$ cat src/design/can_irq_defines.vh
// Constants of the interrupt enable and arbitration-loss capture block
//
// Behaviour
// - Sleep request while bus busy or interrupt pending raises wake-up interrupt.
// - Receive flag follows receive buffer status and enable; flag read keeps it.
// - Release command drops receive flag briefly; it returns if messages remain.
// - Enable register: eight bits, readable and writable at all times.
// - Enable bit 7 lets bus errors request an interrupt.
// - Enable bit 6 lets arbitration loss request an interrupt.
// - Enable bit 5 lets error active/passive changes request an interrupt.
// - Enable bit 4 lets wake-up from sleep request an interrupt.
// - Enable bit 3 lets data overrun rising request an interrupt.
// - Enable bit 2 lets error or bus status changes request an interrupt.
// - Enable bit 1 lets transmit buffer release request an interrupt.
// - Enable bit 0 lets receive buffer full request an interrupt.
// - Clearing receive enable drops receive flag and output at once.
// - Capture register is read-only; top three bits read zero.
// - Arbitration loss sets flag if enabled and latches bit position.
// - Captured position frozen until capture register read once, then re-armed.
// - Reading flag register clears the arbitration-loss flag.
// - No new arbitration-loss interrupt until capture register read since capture.
// - Position is binary frame bit number: ID1-11, SRTR, IDE, ID12-29, RTR.
// - SRTR code stands for RTR in standard frames; higher codes extended only.
// - Interrupt output active whenever any flag register bit is set.
// - Reading flag register clears every flag it reported at setup except the receive flag.
`ifndef CAN_IRQ_DEFINES_VH
`define CAN_IRQ_DEFINES_VH

// Register indices; byte address is four times the index
`define IDX_CTRL 6'h00
`define IDX_CMD 6'h01
`define IDX_FLAGS 6'h03
`define IDX_ENABLE 6'h04
`define IDX_ARBPOS 6'h0b

// Flag and enable bit positions
`define BIT_BUS_ERR 7
`define BIT_ARB_LOSS 6
`define BIT_ERR_PASSIVE 5
`define BIT_WAKEUP 4
`define BIT_OVERRUN 3
`define BIT_ERR_WARN 2
`define BIT_TX_DONE 1
`define BIT_RX 0

// Control and command fields
`define CTRL_SLEEP_BIT 4
`define CMD_RELEASE_BIT 2

// Reset values
`define ENABLE_RST 8'h00
`define ARBPOS_RST 5'h00
`define FLAGS_RST 7'h00

`endif

$ cat src/design/can_irq_enable_arb_capture.v
// Interrupt enable gating, flag register and arbitration-loss capture
//
// The APB interface to the registers was chosen for this implementation.
`timescale 1ns/1ps
`default_nettype none
`include "can_irq_defines.vh"

module can_irq_enable_arb_capture (
    // Clock and reset
    input wire clk,
    input wire rst_b,
    // APB slave
    input wire psel,
    input wire penable,
    input wire pwrite,
    input wire [7:0] paddr,
    input wire [31:0] pwdata,
    output reg [31:0] prdata,
    output reg pready,
    output reg pslverr,
    // Controller events and status
    input wire busErrorEvt,
    input wire arbLossEvt,
    input wire [4:0] arbLossBitPos,
    input wire errPassive,
    input wire errStatus,
    input wire busStatus,
    input wire overrunStatus,
    input wire txBufReleased,
    input wire rxBufFull,
    input wire busActive,
    // Controller outputs
    output reg intOut_b,
    output reg sleepMode,
    output reg rxRelease
);

    // Enable, flags and capture state
    reg [7:0] enable_q;
    reg [7:0] enable_d;
    reg [7:1] flags_q;
    wire [7:1] flags_d;
    reg rxFlag_q;
    reg rxFlag_d;
    reg armed_q;
    reg [4:0] arbPos_q;

    // Previous values for edge detection
    reg errPassive_q;
    reg errStatus_q;
    reg busStatus_q;
    reg overrun_q;
    reg txBuf_q;

    // Values reported at setup, used at access
    reg [7:1] rdFlags_q;
    reg rdFrozen_q;

    // Bus decode
    wire [5:0] idx;
    reg hit;
    reg [31:0] rdMux;
    wire setup;
    wire access;
    wire wrEn;
    wire rdEn;

    // Event decode
    wire [7:1] ev;
    wire [7:1] clrMask;
    wire sleepReq;
    wire sleepRefused;
    wire wakeByBus;
    wire releaseCmd;
    wire captureNow;
    wire rearm;
    reg sleep_d;
    wire irq_d;

    assign idx = paddr[7:2];
    assign setup = psel & ~penable;
    assign access = psel & penable & pready;
    assign wrEn = access & pwrite & hit;
    assign rdEn = access & ~pwrite & hit;

    // Address decode; misaligned or unmapped offsets miss
    always @* begin
        hit = 1'b0;
        if (paddr[1:0] == 2'b00) begin
            case (idx)
                `IDX_CTRL: begin
                    hit = 1'b1;
                end
                `IDX_CMD: begin
                    hit = 1'b1;
                end
                `IDX_FLAGS: begin
                    hit = 1'b1;
                end
                `IDX_ENABLE: begin
                    hit = 1'b1;
                end
                `IDX_ARBPOS: begin
                    hit = 1'b1;
                end
                default: begin
                    hit = 1'b0;
                end
            endcase
        end
    end

    // Read data selection
    always @* begin
        rdMux = 32'h0000_0000;
        case (idx)
            `IDX_CTRL: begin
                rdMux[`CTRL_SLEEP_BIT] = sleepMode;
            end
            `IDX_FLAGS: begin
                rdMux[7:1] = flags_q;
                rdMux[`BIT_RX] = rxFlag_q;
            end
            `IDX_ENABLE: begin
                rdMux[7:0] = enable_q;
            end
            `IDX_ARBPOS: begin
                // Upper bits stay zero
                rdMux[4:0] = arbPos_q;
            end
            default: begin
                rdMux = 32'h0000_0000;
            end
        endcase
        if (!hit) begin
            rdMux = 32'h0000_0000;
        end
    end

    // Enable register next value, writable in every mode
    always @* begin
        enable_d = enable_q;
        if (wrEn && idx == `IDX_ENABLE) begin
            enable_d = pwdata[7:0];
        end
    end

    // Sleep handling
    assign sleepReq = wrEn & (idx == `IDX_CTRL) & pwdata[`CTRL_SLEEP_BIT] & ~sleepMode;
    assign sleepRefused = sleepReq & (busActive | ~intOut_b);
    assign wakeByBus = sleepMode & busActive;

    always @* begin
        sleep_d = sleepMode;
        if (wakeByBus) begin
            sleep_d = 1'b0;
        end else if (wrEn && idx == `IDX_CTRL) begin
            sleep_d = pwdata[`CTRL_SLEEP_BIT] & ~sleepRefused;
        end
    end

    // Release receive buffer command
    assign releaseCmd = wrEn & (idx == `IDX_CMD) & pwdata[`CMD_RELEASE_BIT];

    // Arbitration loss capture
    assign captureNow = arbLossEvt & armed_q;
    assign rearm = rdEn & (idx == `IDX_ARBPOS) & rdFrozen_q;

    // Source events
    assign ev[`BIT_BUS_ERR] = busErrorEvt;
    assign ev[`BIT_ARB_LOSS] = captureNow;
    assign ev[`BIT_ERR_PASSIVE] = errPassive ^ errPassive_q;
    assign ev[`BIT_WAKEUP] = wakeByBus | sleepRefused;
    assign ev[`BIT_OVERRUN] = overrunStatus & ~overrun_q;
    assign ev[`BIT_ERR_WARN] = (errStatus ^ errStatus_q) | (busStatus ^ busStatus_q);
    assign ev[`BIT_TX_DONE] = txBufReleased & ~txBuf_q;

    // Only the flags that were reported are cleared by the read
    assign clrMask = (rdEn && idx == `IDX_FLAGS) ? rdFlags_q : 7'h00;

    // Sticky flags; a new event wins over a clear in the same cycle
    genvar i;
    generate
        for (i = 1; i < 8; i = i + 1) begin : gFlag
            assign flags_d[i] = (ev[i] & enable_q[i]) | (flags_q[i] & ~clrMask[i]);
        end
    endgenerate

    // Receive flag is level-derived and held low across a release
    always @* begin
        rxFlag_d = enable_d[`BIT_RX] & rxBufFull;
        if (releaseCmd || rxRelease) begin
            rxFlag_d = 1'b0;
        end
    end

    assign irq_d = ~((|flags_d) | rxFlag_d);

    // Ready stands for exactly the first access cycle
    always @(posedge clk or negedge rst_b) begin
        if (!rst_b) begin
            pready <= 1'b0;
        end else begin
            pready <= setup;
        end
    end

    // Read data is taken at setup and held until the next setup
    always @(posedge clk or negedge rst_b) begin
        if (!rst_b) begin
            prdata <= 32'h0000_0000;
        end else begin
            if (setup) begin
                prdata <= pwrite ? 32'h0000_0000 : rdMux;
            end
        end
    end

    // Unmapped and misaligned offsets are refused
    always @(posedge clk or negedge rst_b) begin
        if (!rst_b) begin
            pslverr <= 1'b0;
        end else begin
            if (setup) begin
                pslverr <= ~hit;
            end
        end
    end

    // Flags as reported; only these may be cleared by the read
    always @(posedge clk or negedge rst_b) begin
        if (!rst_b) begin
            rdFlags_q <= `FLAGS_RST;
        end else begin
            if (setup) begin
                rdFlags_q <= flags_q;
            end
        end
    end

    // A capture read re-arms only if the position was frozen when read
    always @(posedge clk or negedge rst_b) begin
        if (!rst_b) begin
            rdFrozen_q <= 1'b0;
        end else begin
            if (setup) begin
                rdFrozen_q <= ~armed_q;
            end
        end
    end

    // Enable register
    always @(posedge clk or negedge rst_b) begin
        if (!rst_b) begin
            enable_q <= `ENABLE_RST;
        end else begin
            enable_q <= enable_d;
        end
    end

    // Sticky flags
    always @(posedge clk or negedge rst_b) begin
        if (!rst_b) begin
            flags_q <= `FLAGS_RST;
        end else begin
            flags_q <= flags_d;
        end
    end

    // Receive flag
    always @(posedge clk or negedge rst_b) begin
        if (!rst_b) begin
            rxFlag_q <= 1'b0;
        end else begin
            rxFlag_q <= rxFlag_d;
        end
    end

    // Interrupt output follows the next flag state, so it moves with the flags
    always @(posedge clk or negedge rst_b) begin
        if (!rst_b) begin
            intOut_b <= 1'b1;
        end else begin
            intOut_b <= irq_d;
        end
    end

    // Position freezes on capture until the capture register is read
    always @(posedge clk or negedge rst_b) begin
        if (!rst_b) begin
            arbPos_q <= `ARBPOS_RST;
        end else begin
            if (captureNow) begin
                arbPos_q <= arbLossBitPos;
            end
        end
    end

    // Arming; a capture in the re-arming cycle cannot occur, capture wins anyway
    always @(posedge clk or negedge rst_b) begin
        if (!rst_b) begin
            armed_q <= 1'b1;
        end else begin
            if (captureNow) begin
                armed_q <= 1'b0;
            end else if (rearm) begin
                armed_q <= 1'b1;
            end
        end
    end

    // Status inputs share this clock, so one history stage finds their edges
    // Reset history matches the idle level of each input, so no false edge

    // Error passive level one clock ago
    always @(posedge clk or negedge rst_b) begin
        if (!rst_b) begin
            errPassive_q <= 1'b0;
        end else begin
            errPassive_q <= errPassive;
        end
    end

    // Error status one clock ago
    always @(posedge clk or negedge rst_b) begin
        if (!rst_b) begin
            errStatus_q <= 1'b0;
        end else begin
            errStatus_q <= errStatus;
        end
    end

    // Bus status one clock ago
    always @(posedge clk or negedge rst_b) begin
        if (!rst_b) begin
            busStatus_q <= 1'b0;
        end else begin
            busStatus_q <= busStatus;
        end
    end

    // Overrun status one clock ago
    always @(posedge clk or negedge rst_b) begin
        if (!rst_b) begin
            overrun_q <= 1'b0;
        end else begin
            overrun_q <= overrunStatus;
        end
    end

    // Transmit buffer status one clock ago
    always @(posedge clk or negedge rst_b) begin
        if (!rst_b) begin
            txBuf_q <= 1'b0;
        end else begin
            txBuf_q <= txBufReleased;
        end
    end

    // Sleep state
    always @(posedge clk or negedge rst_b) begin
        if (!rst_b) begin
            sleepMode <= 1'b0;
        end else begin
            sleepMode <= sleep_d;
        end
    end

    // One-cycle release pulse to the receive FIFO
    always @(posedge clk or negedge rst_b) begin
        if (!rst_b) begin
            rxRelease <= 1'b0;
        end else begin
            rxRelease <= releaseCmd;
        end
    end

endmodule
`default_nettype wire

$ cat config.mk
export PLATFORM = sky130hd
export DESIGN_NAME = can_irq_enable_arb_capture
export DESIGN_NICKNAME = d
export VERILOG_FILES = /design/src/design/can_irq_enable_arb_capture.v
export VERILOG_INCLUDE_DIRS = /design/src /design/src/design
export SDC_FILE = /design/constraint.sdc
export NUM_CORES = 1
export LEC_CHECK = 0
export ABC_AREA = 1
export BUFFER_PORTS_ARGS = -buffer_cell sky130_fd_sc_hd__buf_2
export CORE_UTILIZATION = 52
export DETAILED_ROUTE_END_ITERATION = 6
export PLACE_DENSITY = 0.83
export SLEW_MARGIN = 0
export SYNTH_ARGS = -nofsm -noshare
export SYNTH_HDL_FRONTEND = slang
export SYNTH_SLANG_ARGS = --single-unit
$ cat constraint.sdc
create_clock -name clk -period 2.18 [get_ports clk]
set_clock_uncertainty 0.2 [all_clocks]
set_input_delay 0.218 -clock clk [delete_from_list [all_inputs] [get_ports clk]]
set_output_delay 0.218 -clock clk [all_outputs]
set_load 0.01 [all_outputs]
==> flow_summary.json, run 1 <==
{
  "slew_headroom_pct": 64.6,
  "grt_pass1_wl_um": 7900,
  "core-area_um2": 4350,
  "ys.flop_type": "dfrtp_1",
  "synthTopCellsByCount": "46 x dfrtp_1, 45 x nand2_1, 37 x inv_1",
  "peakVddDrop_mv": 0.455,
  "min-delay-start": "busActive",
  "min_to": "sleepMode",
  "drtPass1Iterations": 4,
  "vias_per_cell": 4.82,
  "drc_errors": 0,
  "cpLargestDelayFamily": "simple AND/OR/NAND/NOR gates",
  "vias": 1871,
  "synth_edf_count": 0,
  "tns_ns": 0,
  "synth_top_area_cell": "dfrtp_1",
  "grt_usage_pct": 21.5,
  "cts_tree": "done",
  "status": "completed",
  "path_cells": "nand3_1, nor2_1, nand4_4, o21bai_2, nand2_1, nor2_1, nand3_1, nor2_2",
  "synth_seq_cells": 48,
  "htreeDepth": 2,
  "final_nets": 394,
  "dp_hpwl_um": 3480,
  "route.met2.wl_um": 2260,
  "portBuffers": 47,
  "io_pins": 96,
  "p_per_area_nw_per_um2": 601,
  "finalPower_mw": 1.72,
  "initial_core_util_pct": 54.1,
  "yosysMostFrequentCell": "dfrtp_1",
  "hold_viol": 0,
  "syn_area_um2": 2360,
  "cpMaxStageDelayCell": "dfrtp_1",
  "reg2reg_from": "pready",
  "cts.sinks": 48,
  "place_area_um2": 2580,
  "postCtsSetupRepairBufs": 0,
  "fillers": 366,
  "antenna_left": 0,
  "synth_top_area_share_pct": 48.9,
  "setup.worst_path.class": "register to register",
  "maxCapViolCount": 0,
  "slowest_delay_ns": 0.35,
  "min_period_ns": 1.79,
  "clockRootBuffer": "clkbuf_8",
  "clock_path_buffers": 2,
  "reg2reg_to": "intOut_b",
  "wl_met1_um": 2140,
  "hold_class": "primary input to register",
  "critPathBufInv": 0,
  "leakagePower_nw": 1.50,
  "highest_layer": "met4",
  "finalSetupViolations": 0,
  "reg2regPathDepth": 8,
  "synthTopCellsByArea": "dfrtp_1 49%, buf_4 8.0%, nand2_1 7.2%, o21ai_0 5.9%, inv_1 5.9%",
  "die_area_um2": 4800,
  "grt_pass1_vias": 1734,
  "worst_pin_slew_ns": 0.531,
  "required_ns": 2.22,
  "wl_um": 4740,
  "syn2layout_area_growth_pct": 21.5,
  "place.gp.congestion": 0.845,
  "yosysSeqAreaShare_pct": 51.1,
  "die_y_um": 69.3,
  "pre_cts_ws_ns": 0.295,
  "ff2ff_setup_slack_ns": 0.39,
  "worst_slack_ns": 0.395,
  "grt_max_degree": 27,
  "post-route-period-util_pct": 81.9,
  "crit_arrival_ns": 1.82,
  "insertion_delay_ns": 0.30,
  "ys_types": 34,
  "grt_setup_unrepaired": "no",
  "cts.clk_slew.worst_paths_ns": 0.08,
  "drt_iter0_drc": 97,
  "drive_above_1_share_pct": 24.7,
  "die_width_um": 69.3,
  "whs_path_depth": 4,
  "rows": 24,
  "synth-async-reset-ratio_pct": 100,
  "dr_wl_met3_um": 241,
  "drt-wirelength-per-cell_um": 12.2,
  "grt-ovfl-total": 0,
  "ys_warn_count": 0,
  "cts_made_buffers": 5,
  "diodes": 0,
  "drv_slew": 0,
  "syn-instance-count": 264,
  "critPathCaptureType": "register",
  "crit_fanout": 7,
  "fin_area_um2": 2860,
  "fmax_mhz": 560,
  "antenna_found_initial": 0,
  "cp-start-kind": "register",
  "synth_area_per_cell_um2": 8.92
}
layout make-up:
| cell class | count | area (um2) | area share [%] |
|---|---|---|---|
| Inverter | 40 | 153 | 5.33 |
| Clock inverter | 2 | 10.0 | 0.350 |
| Clock buffer | 6 | 82.6 | 2.89 |
| Sequential cell | 48 | 1200 | 42.1 |
| Tap cell | 52 | 65.1 | 2.27 |
| Multi-Input combinational cell | 171 | 887 | 31.0 |
| Timing Repair Buffer | 69 | 460 | 16.1 |
worst reg2reg max path: cells and delay by family, from the launching register on:
family | cells | cell delay (ns)
DFF | 1 | 0.35
AOI/OAI and AO/OA | 1 | 0.16
and+or+nand+nor | 7 | 1.00
worst max path at each step:
stage | from | end | slack (ns) | depth (start not counted)
5_1_grt | pready | intOut_b | 0.22 | 8
4_1_cts | pready | intOut_b | 0.36 | 8
2_1_floorplan | pready | intOut_b | 0.61 | 7
6_report | pready | intOut_b | 0.39 | 8
3_5_place_dp | paddr[7] | intOut_b | 0.29 | 10
3_3_place_gp | paddr[7] | intOut_b | 0.35 | 10
report_power, final:
group | total, mW | switching, mW | leakage, nW | internal, mW
Clock | 0.536 | 0.282 | 0.0510 | 0.253
Sequential | 0.964 | 0.0172 | 0.570 | 0.947
Combinational | 0.220 | 0.134 | 0.881 | 0.0861
state kept, by name (all words and copies together), names as in the netlist, 5 cells and up:
| name | count |
|---|---|
| flags_q | 7 |
| prdata | 8 |
| enable_q | 8 |
| arbPos_q | 5 |
| rdFlags_q | 7 |
stage by stage:
step                      hold slack, ns  cells  utilization [%]
after global placement            0.0226    361             59.2
final                             0.0171    388             65.7
after CTS                        0.00994    388             65.7
after floorplan                   -0.278    287                -
after detailed placement          0.0272    361             59.2
after global routing              0.0228    388             65.7
timing repair:
item                                   in CTS  in global routing
hold buffers                               19                  0
endpoints found under the hold margin      41                  0
resized for setup                           0                  0
per-layer routing:
metal  vias up  global-route usage, %
met2        66                   33.0
met3         8                   5.52
met5         -                      0
met1       865                   28.8
met4         0                   9.75
li1        932                      -
layout by cell type (no fill, tap or decap):
master	count
buf_2	47
dfrtp_1	46
nand2_1	45
inv_1	37
o21ai_0	28
conb_1	24
dlygate4sd3_1	19
nor2_1	18
nand2_2	7
a21oi_1	7
nand3_1	6
clkbuf_8	6
nand3_2	4
a22oi_1	4
o21ai_1	3
nand4_1	3
nor2_2	3
o22ai_1	3
inv_2	2
o21a_1	2
xnor2_1	2
dfstp_2	2
clkinv_2	2
buf_4	2
nor2_4	1
nor2_8	1
nand4_4	1
o21ai_2	1
o21bai_2	1
o21bai_1	1
nor3b_1	1
nand3b_1	1
inv_4	1
nand3_4	1
o31ai_1	1
o221ai_1	1
a221oi_1	1
buf_12	1
logic make-up (layout without fill, tap and decap cells):
group | Yosys count | after routing | share of synthesized area (%)
flops | 48 | 48 | 51.1
simple gates | 92 | 92 | 20.1
other cells | 1 | 24 | 0.159
compound gates | 53 | 53 | 13.0
buf+inv | 68 | 117 | 14.9
xor+xnor | 2 | 2 | 0.744
Power figures use the tool's default switching activity.
==> inputs of run 2 (changes only) <==
CORE_UTILIZATION = 48   (was 52)
PLACE_DENSITY = 0.78   (was 0.83)
clock period = 1.65 ns   (was 2.18 ns; I/O delays follow)
==> flow_summary.json, run 2 (same netlist as run 1, synthesis figures left out) <==
{
  "status": "completed",
  "critPathCaptureType": "register",
  "fmax_mhz": 630,
  "cts_made_buffers": 5,
  "slowest_delay_ns": 0.37,
  "highest_layer": "met4",
  "cpLargestDelayFamily": "simple AND/OR/NAND/NOR gates",
  "syn2layout_area_growth_pct": 30.3,
  "place.gp.congestion": 0.846,
  "cts.clk_slew.worst_paths_ns": 0.09,
  "cts.sinks": 48,
  "path_cells": "nand3_2, nor2_4, nand4_4, o21a_1, nor2_2, nand3_2, nor2_2",
  "grt_setup_unrepaired": "yes",
  "grt_pass1_vias": 1825,
  "layout_common_cells": "47 x buf_2, 46 x dfrtp_1, 45 x nand2_1",
  "vias_per_cell": 4.62,
  "clock_path_buffers": 2,
  "critPathBufInv": 0,
  "diodes": 0,
  "drc_errors": 0,
  "grt_pass1_wl_um": 8490,
  "vias": 1960,
  "leakagePower_nw": 1.59,
  "antenna_found_initial": 0,
  "finalSetupViolations": 0,
  "clockRootBuffer": "clkbuf_8",
  "core-area_um2": 4720,
  "initial_core_util_pct": 49.9,
  "crit_arrival_ns": 1.64,
  "die_y_um": 72.1,
  "pre_cts_ws_ns": -0.152,
  "multiInputGateArea_um2": 908,
  "die_area_um2": 5190,
  "cpMaxStageDelayCell": "dfrtp_1",
  "antenna_left": 0,
  "drv_slew": 0,
  "hold_class": "primary input to register",
  "rows": 25,
  "htreeDepth": 2,
  "grt-ovfl-total": 0,
  "final_common_cell": "buf_2",
  "fillers": 405,
  "drt_iter0_drc": 136,
  "min_period_ns": 1.59,
  "drtPass1Iterations": 4,
  "grt_max_degree": 24,
  "p_per_area_nw_per_um2": 759,
  "dr_wl_met3_um": 177,
  "postCtsSetupRepairBufs": 0,
  "peakVddDrop_mv": 0.502,
  "worst_slack_ns": 0.0624,
  "insertion_delay_ns": 0.31,
  "wl_um": 5090,
  "hold_viol": 0,
  "grt_usage_pct": 21.9,
  "cts_tree": "done",
  "portBuffers": 47,
  "holdWs_ns": 0.0172,
  "die_width_um": 72.1,
  "post-route-period-util_pct": 96.2,
  "finalPower_mw": 2.33,
  "setup.worst_path.class": "register to register",
  "maxCapViolCount": 0,
  "dp_hpwl_um": 3740,
  "reg_top3": "enable_q: 8 flops, prdata: 8 flops",
  "required_ns": 1.70,
  "drive_above_1_share_pct": 30.0,
  "crit_fanout": 7,
  "io_pins": 96,
  "final_nets": 415,
  "drt-wirelength-per-cell_um": 12.0,
  "ff_latch_area_um2": 1200,
  "wl_met1_um": 2360,
  "route.met2.wl_um": 2490,
  "cp-start-kind": "register"
}
run 2: cell type report:
class	instances	share of cell area, %
inverter	40	4.97
multi-input combinational	171	29.6
clock buffer	6	2.69
clock inverter	2	0.489
tap	67	2.73
timing repair buffer	90	20.3
sequential	48	39.2
run 2: where the power goes:
part	total [mW]	switching (mW)	leakage, nW	internal, mW
registers	1.28	0.0249	0.570	1.25
clock network	0.744	0.405	0.0434	0.340
logic	0.310	0.179	0.981	0.131
run 2: path summary, 6_finish.rpt:
| path | startpoint | to | slack (ns) | depth (start not counted) |
|---|---|---|---|---|
| max in group asynchronous | rst_b | rxFlag_q | 0.62 | 3 |
| max | pready | intOut_b | 0.06 | 7 |
| min reg2reg | prdata[0] | prdata[0] | 0.28 | 2 |
| min in group asynchronous | rst_b | arbPos_q[4] | 0.14 | 2 |
| max reg2reg | pready | intOut_b | 0.06 | 7 |
| min | pwrite | prdata[4] | 0.02 | 4 |
run 2: worst reg2reg max path: stages, from the launching register on:
cell and delay [ns]:
dfrtp_1 0.37, nand3_2 0.13, nor2_4 0.13, nand4_4 0.17
o21a_1 0.23, nor2_2 0.11, nand3_2 0.09, nor2_2 0.10
run 2: through the flow:
step	util, %	instances	area [um2]	TNS (ns)
floorplan	-	287	2440	0
global placement	58.0	395	2740	-0.119
detailed placement	58.0	395	2740	-0.620
CTS	64.7	424	3060	0
global route	65.0	424	3070	-0.0287
finish	65.0	424	3070	0
run 2: routing by layer:
metal	track usage [%]	vias up
met5	0	-
met2	34.8	54
met1	29.7	923
met4	6.75	0
li1	-	977
met3	5.69	6
run 2: timing repair:
action                                  CTS  global route
endpoints found under the setup margin    2             7
pin swaps                                 1             0
hold buffers                             21             0
resized for setup                         2             4
endpoints found under the hold margin    71             0
==> inputs of run 3 (changes only) <==
ABC_AREA = unset   (was 1)
==> flow_summary.json, run 3 <==
{
  "antenna_left": 0,
  "ys_warn_count": 0,
  "cts.sinks": 48,
  "place.gp.congestion": 0.868,
  "grt_usage_pct": 26.0,
  "stdcell_count": 378,
  "reg2reg_from": "pready",
  "leakagePower_nw": 1.68,
  "yosysSeqAreaShare_pct": 52.4,
  "synthSimpleGateAreaFrac_pct": 16.6,
  "hold_class": "primary input to register",
  "peakVddDrop_mv": 0.507,
  "synth_compound_area_share_pct": 13.0,
  "die_area_um2": 5060,
  "synth_edf_count": 0,
  "diodes": 0,
  "cts_made_buffers": 5,
  "synth-async-reset-ratio_pct": 100,
  "setup.worst_path.class": "register to register",
  "synth_area_per_cell_um2": 10.6,
  "drtPass1Iterations": 7,
  "drv_slew": 0,
  "clockRootBuffer": "clkbuf_8",
  "insertion_delay_ns": 0.30,
  "p_per_area_nw_per_um2": 679,
  "dr_wl_met3_um": 489,
  "syn2layout_area_growth_pct": 44.4,
  "pre_cts_ws_ns": -0.652,
  "status": "complete, but fails checks",
  "final_common_cell": "dfrtp_1",
  "vias_per_cell": 5.45,
  "seqPwrFrac_pct": 54.3,
  "reg_top3": "enable_q: 8 flops, prdata: 8 flops",
  "die_y_um": 71.2,
  "finalSetupViolations": 15,
  "grt_pass1_vias": 2092,
  "portBuffers": 47,
  "wl_um": 6140,
  "min_period_ns": 2.06,
  "vias": 2061,
  "dpl.cell_count": 343,
  "synth_top_area_share_pct": 50.1,
  "synthTopCellsByCount": "46 x dfrtp_1, 33 x nand2_1, 24 x buf_4",
  "cts_tree": "done",
  "ys_types": 43,
  "required_ns": 1.67,
  "grt_pass1_wl_um": 9970,
  "yosysMostFrequentCell": "dfrtp_1",
  "post-route-period-util_pct": 125,
  "switchingPower_mw": 0.566,
  "die_width_um": 71.2,
  "power_frac_comb_pct": 13.2,
  "layout_common_cells": "46 x dfrtp_1, 45 x buf_2, 33 x nand2_1, 33 x buf_4, 24 x conb_1",
  "ff2ff_setup_slack_ns": -0.41,
  "p_int_mw": 1.69,
  "synthTopCellsByArea": "dfrtp_1 50%, buf_4 7.8%, nand2_1 5.4%, mux2_2 3.9%, o41ai_1 2.7%",
  "grt-ovfl-total": 0,
  "reg2reg_to": "intOut_b",
  "synth_mux_area_share_pct": 6.38,
  "route.met2.wl_um": 3050,
  "drt_iter0_drc": 181,
  "ys.flop_type": "dfrtp_1",
  "syn-instance-count": 217,
  "cpLargestDelayFamily": "simple AND/OR/NAND/NOR gates",
  "clock_path_buffers": 2,
  "grt_max_degree": 32,
  "fmax_mhz": 485,
  "rows": 24,
  "worst_slack_ns": -0.411,
  "cpMaxStageDelayCell": "or4_1",
  "drc_errors": 10,
  "drive_above_1_share_pct": 39.9,
  "clkPwrFrac_pct": 32.5,
  "antenna_found_initial": 0,
  "synth_top_family_by_area": "simple AND/OR/NAND/NOR gates",
  "maxCapViolCount": 0,
  "tns_ns": -1.46,
  "path_depth": 6,
  "crit_arrival_ns": 2.08,
  "crit_fanout": 6,
  "fillers": 299,
  "core-area_um2": 4470,
  "synth_fa_ha_area_share_pct": 0,
  "critPathCaptureType": "register",
  "synth_xor_area_share_pct": 1.14,
  "cts.clk_slew.worst_paths_ns": 0.09,
  "cp-start-kind": "register",
  "hold_viol": 0,
  "endpoint": "intOut_b",
  "path_cells": "nand4b_1, buf_6, o41ai_1, nand2_1, or4_1, nor4_2",
  "startpoint": "pready",
  "initial_core_util_pct": 51.3,
  "highest_layer": "met4",
  "synth_top_area_cell": "dfrtp_1",
  "violations": "DRC, setup timing",
  "dp_hpwl_um": 4350,
  "switching_share_pct": 25.1,
  "synth_seq_cells": 48,
  "slowest_delay_ns": 0.43,
  "grt_setup_unrepaired": "yes",
  "htreeDepth": 2,
  "critPathBufInv": 1,
  "wl_met1_um": 2450,
  "final_nets": 385,
  "io_pins": 96,
  "reg2regPathDepth": 6,
  "drt-wirelength-per-cell_um": 16.2,
  "syn_area_um2": 2300
}
==> run 3: logic make-up after synthesis <==
| kind of cell | count (synthesis) |
|---|---|
| other | 1 |
| AO/OA/AOI/OAI | 41 |
| XOR/XNOR | 3 |
| multiplexers | 13 |
| buffers and inverters | 39 |
| flip-flops | 48 |
| AND/OR/NAND/NOR | 72 |
==> run 3: final cells by class <==
cell class / count / area, um2 / share of cell area [%]
sequential: 48 / 1200 / 36.3
inverter: 8 / 30.0 / 0.906
clock inverter: 1 / 8.76 / 0.264
multi-input combinational: 153 / 1110 / 33.4
tap: 52 / 65.1 / 1.96
clock buffer: 6 / 82.6 / 2.49
timing repair buffer: 110 / 818 / 24.7
==> run 3: worst min path at each step <==
| stage | endpoint | from | cells after the start |
|---|---|---|---|
| after floorplan | arbPos_q[0] | rst_b | 0 |
| after global placement | enable_q[4] | rst_b | 1 |
| after detailed placement | enable_q[4] | rst_b | 1 |
| after CTS | flags_q[1] | txBufReleased | 3 |
| after global routing | flags_q[1] | txBufReleased | 3 |
| final | flags_q[1] | txBufReleased | 3 |
==> run 3: through the flow <==
stage / hold WS [ns] / util, % / instance area [um2] / total power [mW]
floorplan: -0.331 / - / 2480 / 1.37
global placement: -0.0745 / 63.5 / 2840 / 1.47
detailed placement: -0.0712 / 63.5 / 2840 / 1.48
CTS: 0.00437 / 72.5 / 3240 / 2.25
global route: 0.00852 / 74.1 / 3320 / 2.34
finish: 0.00905 / 74.1 / 3320 / 2.25
==> run 3: power groups by stage <==
stage	combinational, mW	sequential, mW	clock, mW
5_1_grt	0.325	1.22	0.794
2_1_floorplan	0.129	1.24	0
4_1_cts	0.287	1.22	0.742
6_report	0.297	1.22	0.732
3_5_place_dp	0.236	1.24	0
3_3_place_gp	0.231	1.24	0
==> run 3: timing repair <==
item | CTS | global route
buffers inserted | 3 | 6
hold buffers | 22 | 0
pin swaps | 10 | 11
setup endpoints to repair | 14 | 19
endpoints found under the hold margin | 71 | 0
gates resized for setup | 13 | 12
==> run 3: metal layers <==
metal / up-vias / global-route usage [%]
li1: 957 / -
met1: 991 / 33.1
met2: 97 / 44.2
met3: 16 / 5.56
met4: 0 / 8.44
met5: - / 0
==> run 3: worst register-to-register path, cell delays in order (launching register included) <==
cell,delay (ns)
dfrtp_1,0.35
nand4b_1,0.11
buf_6,0.16
o41ai_1,0.40
nand2_1,0.16
or4_1,0.43
nor4_2,0.17
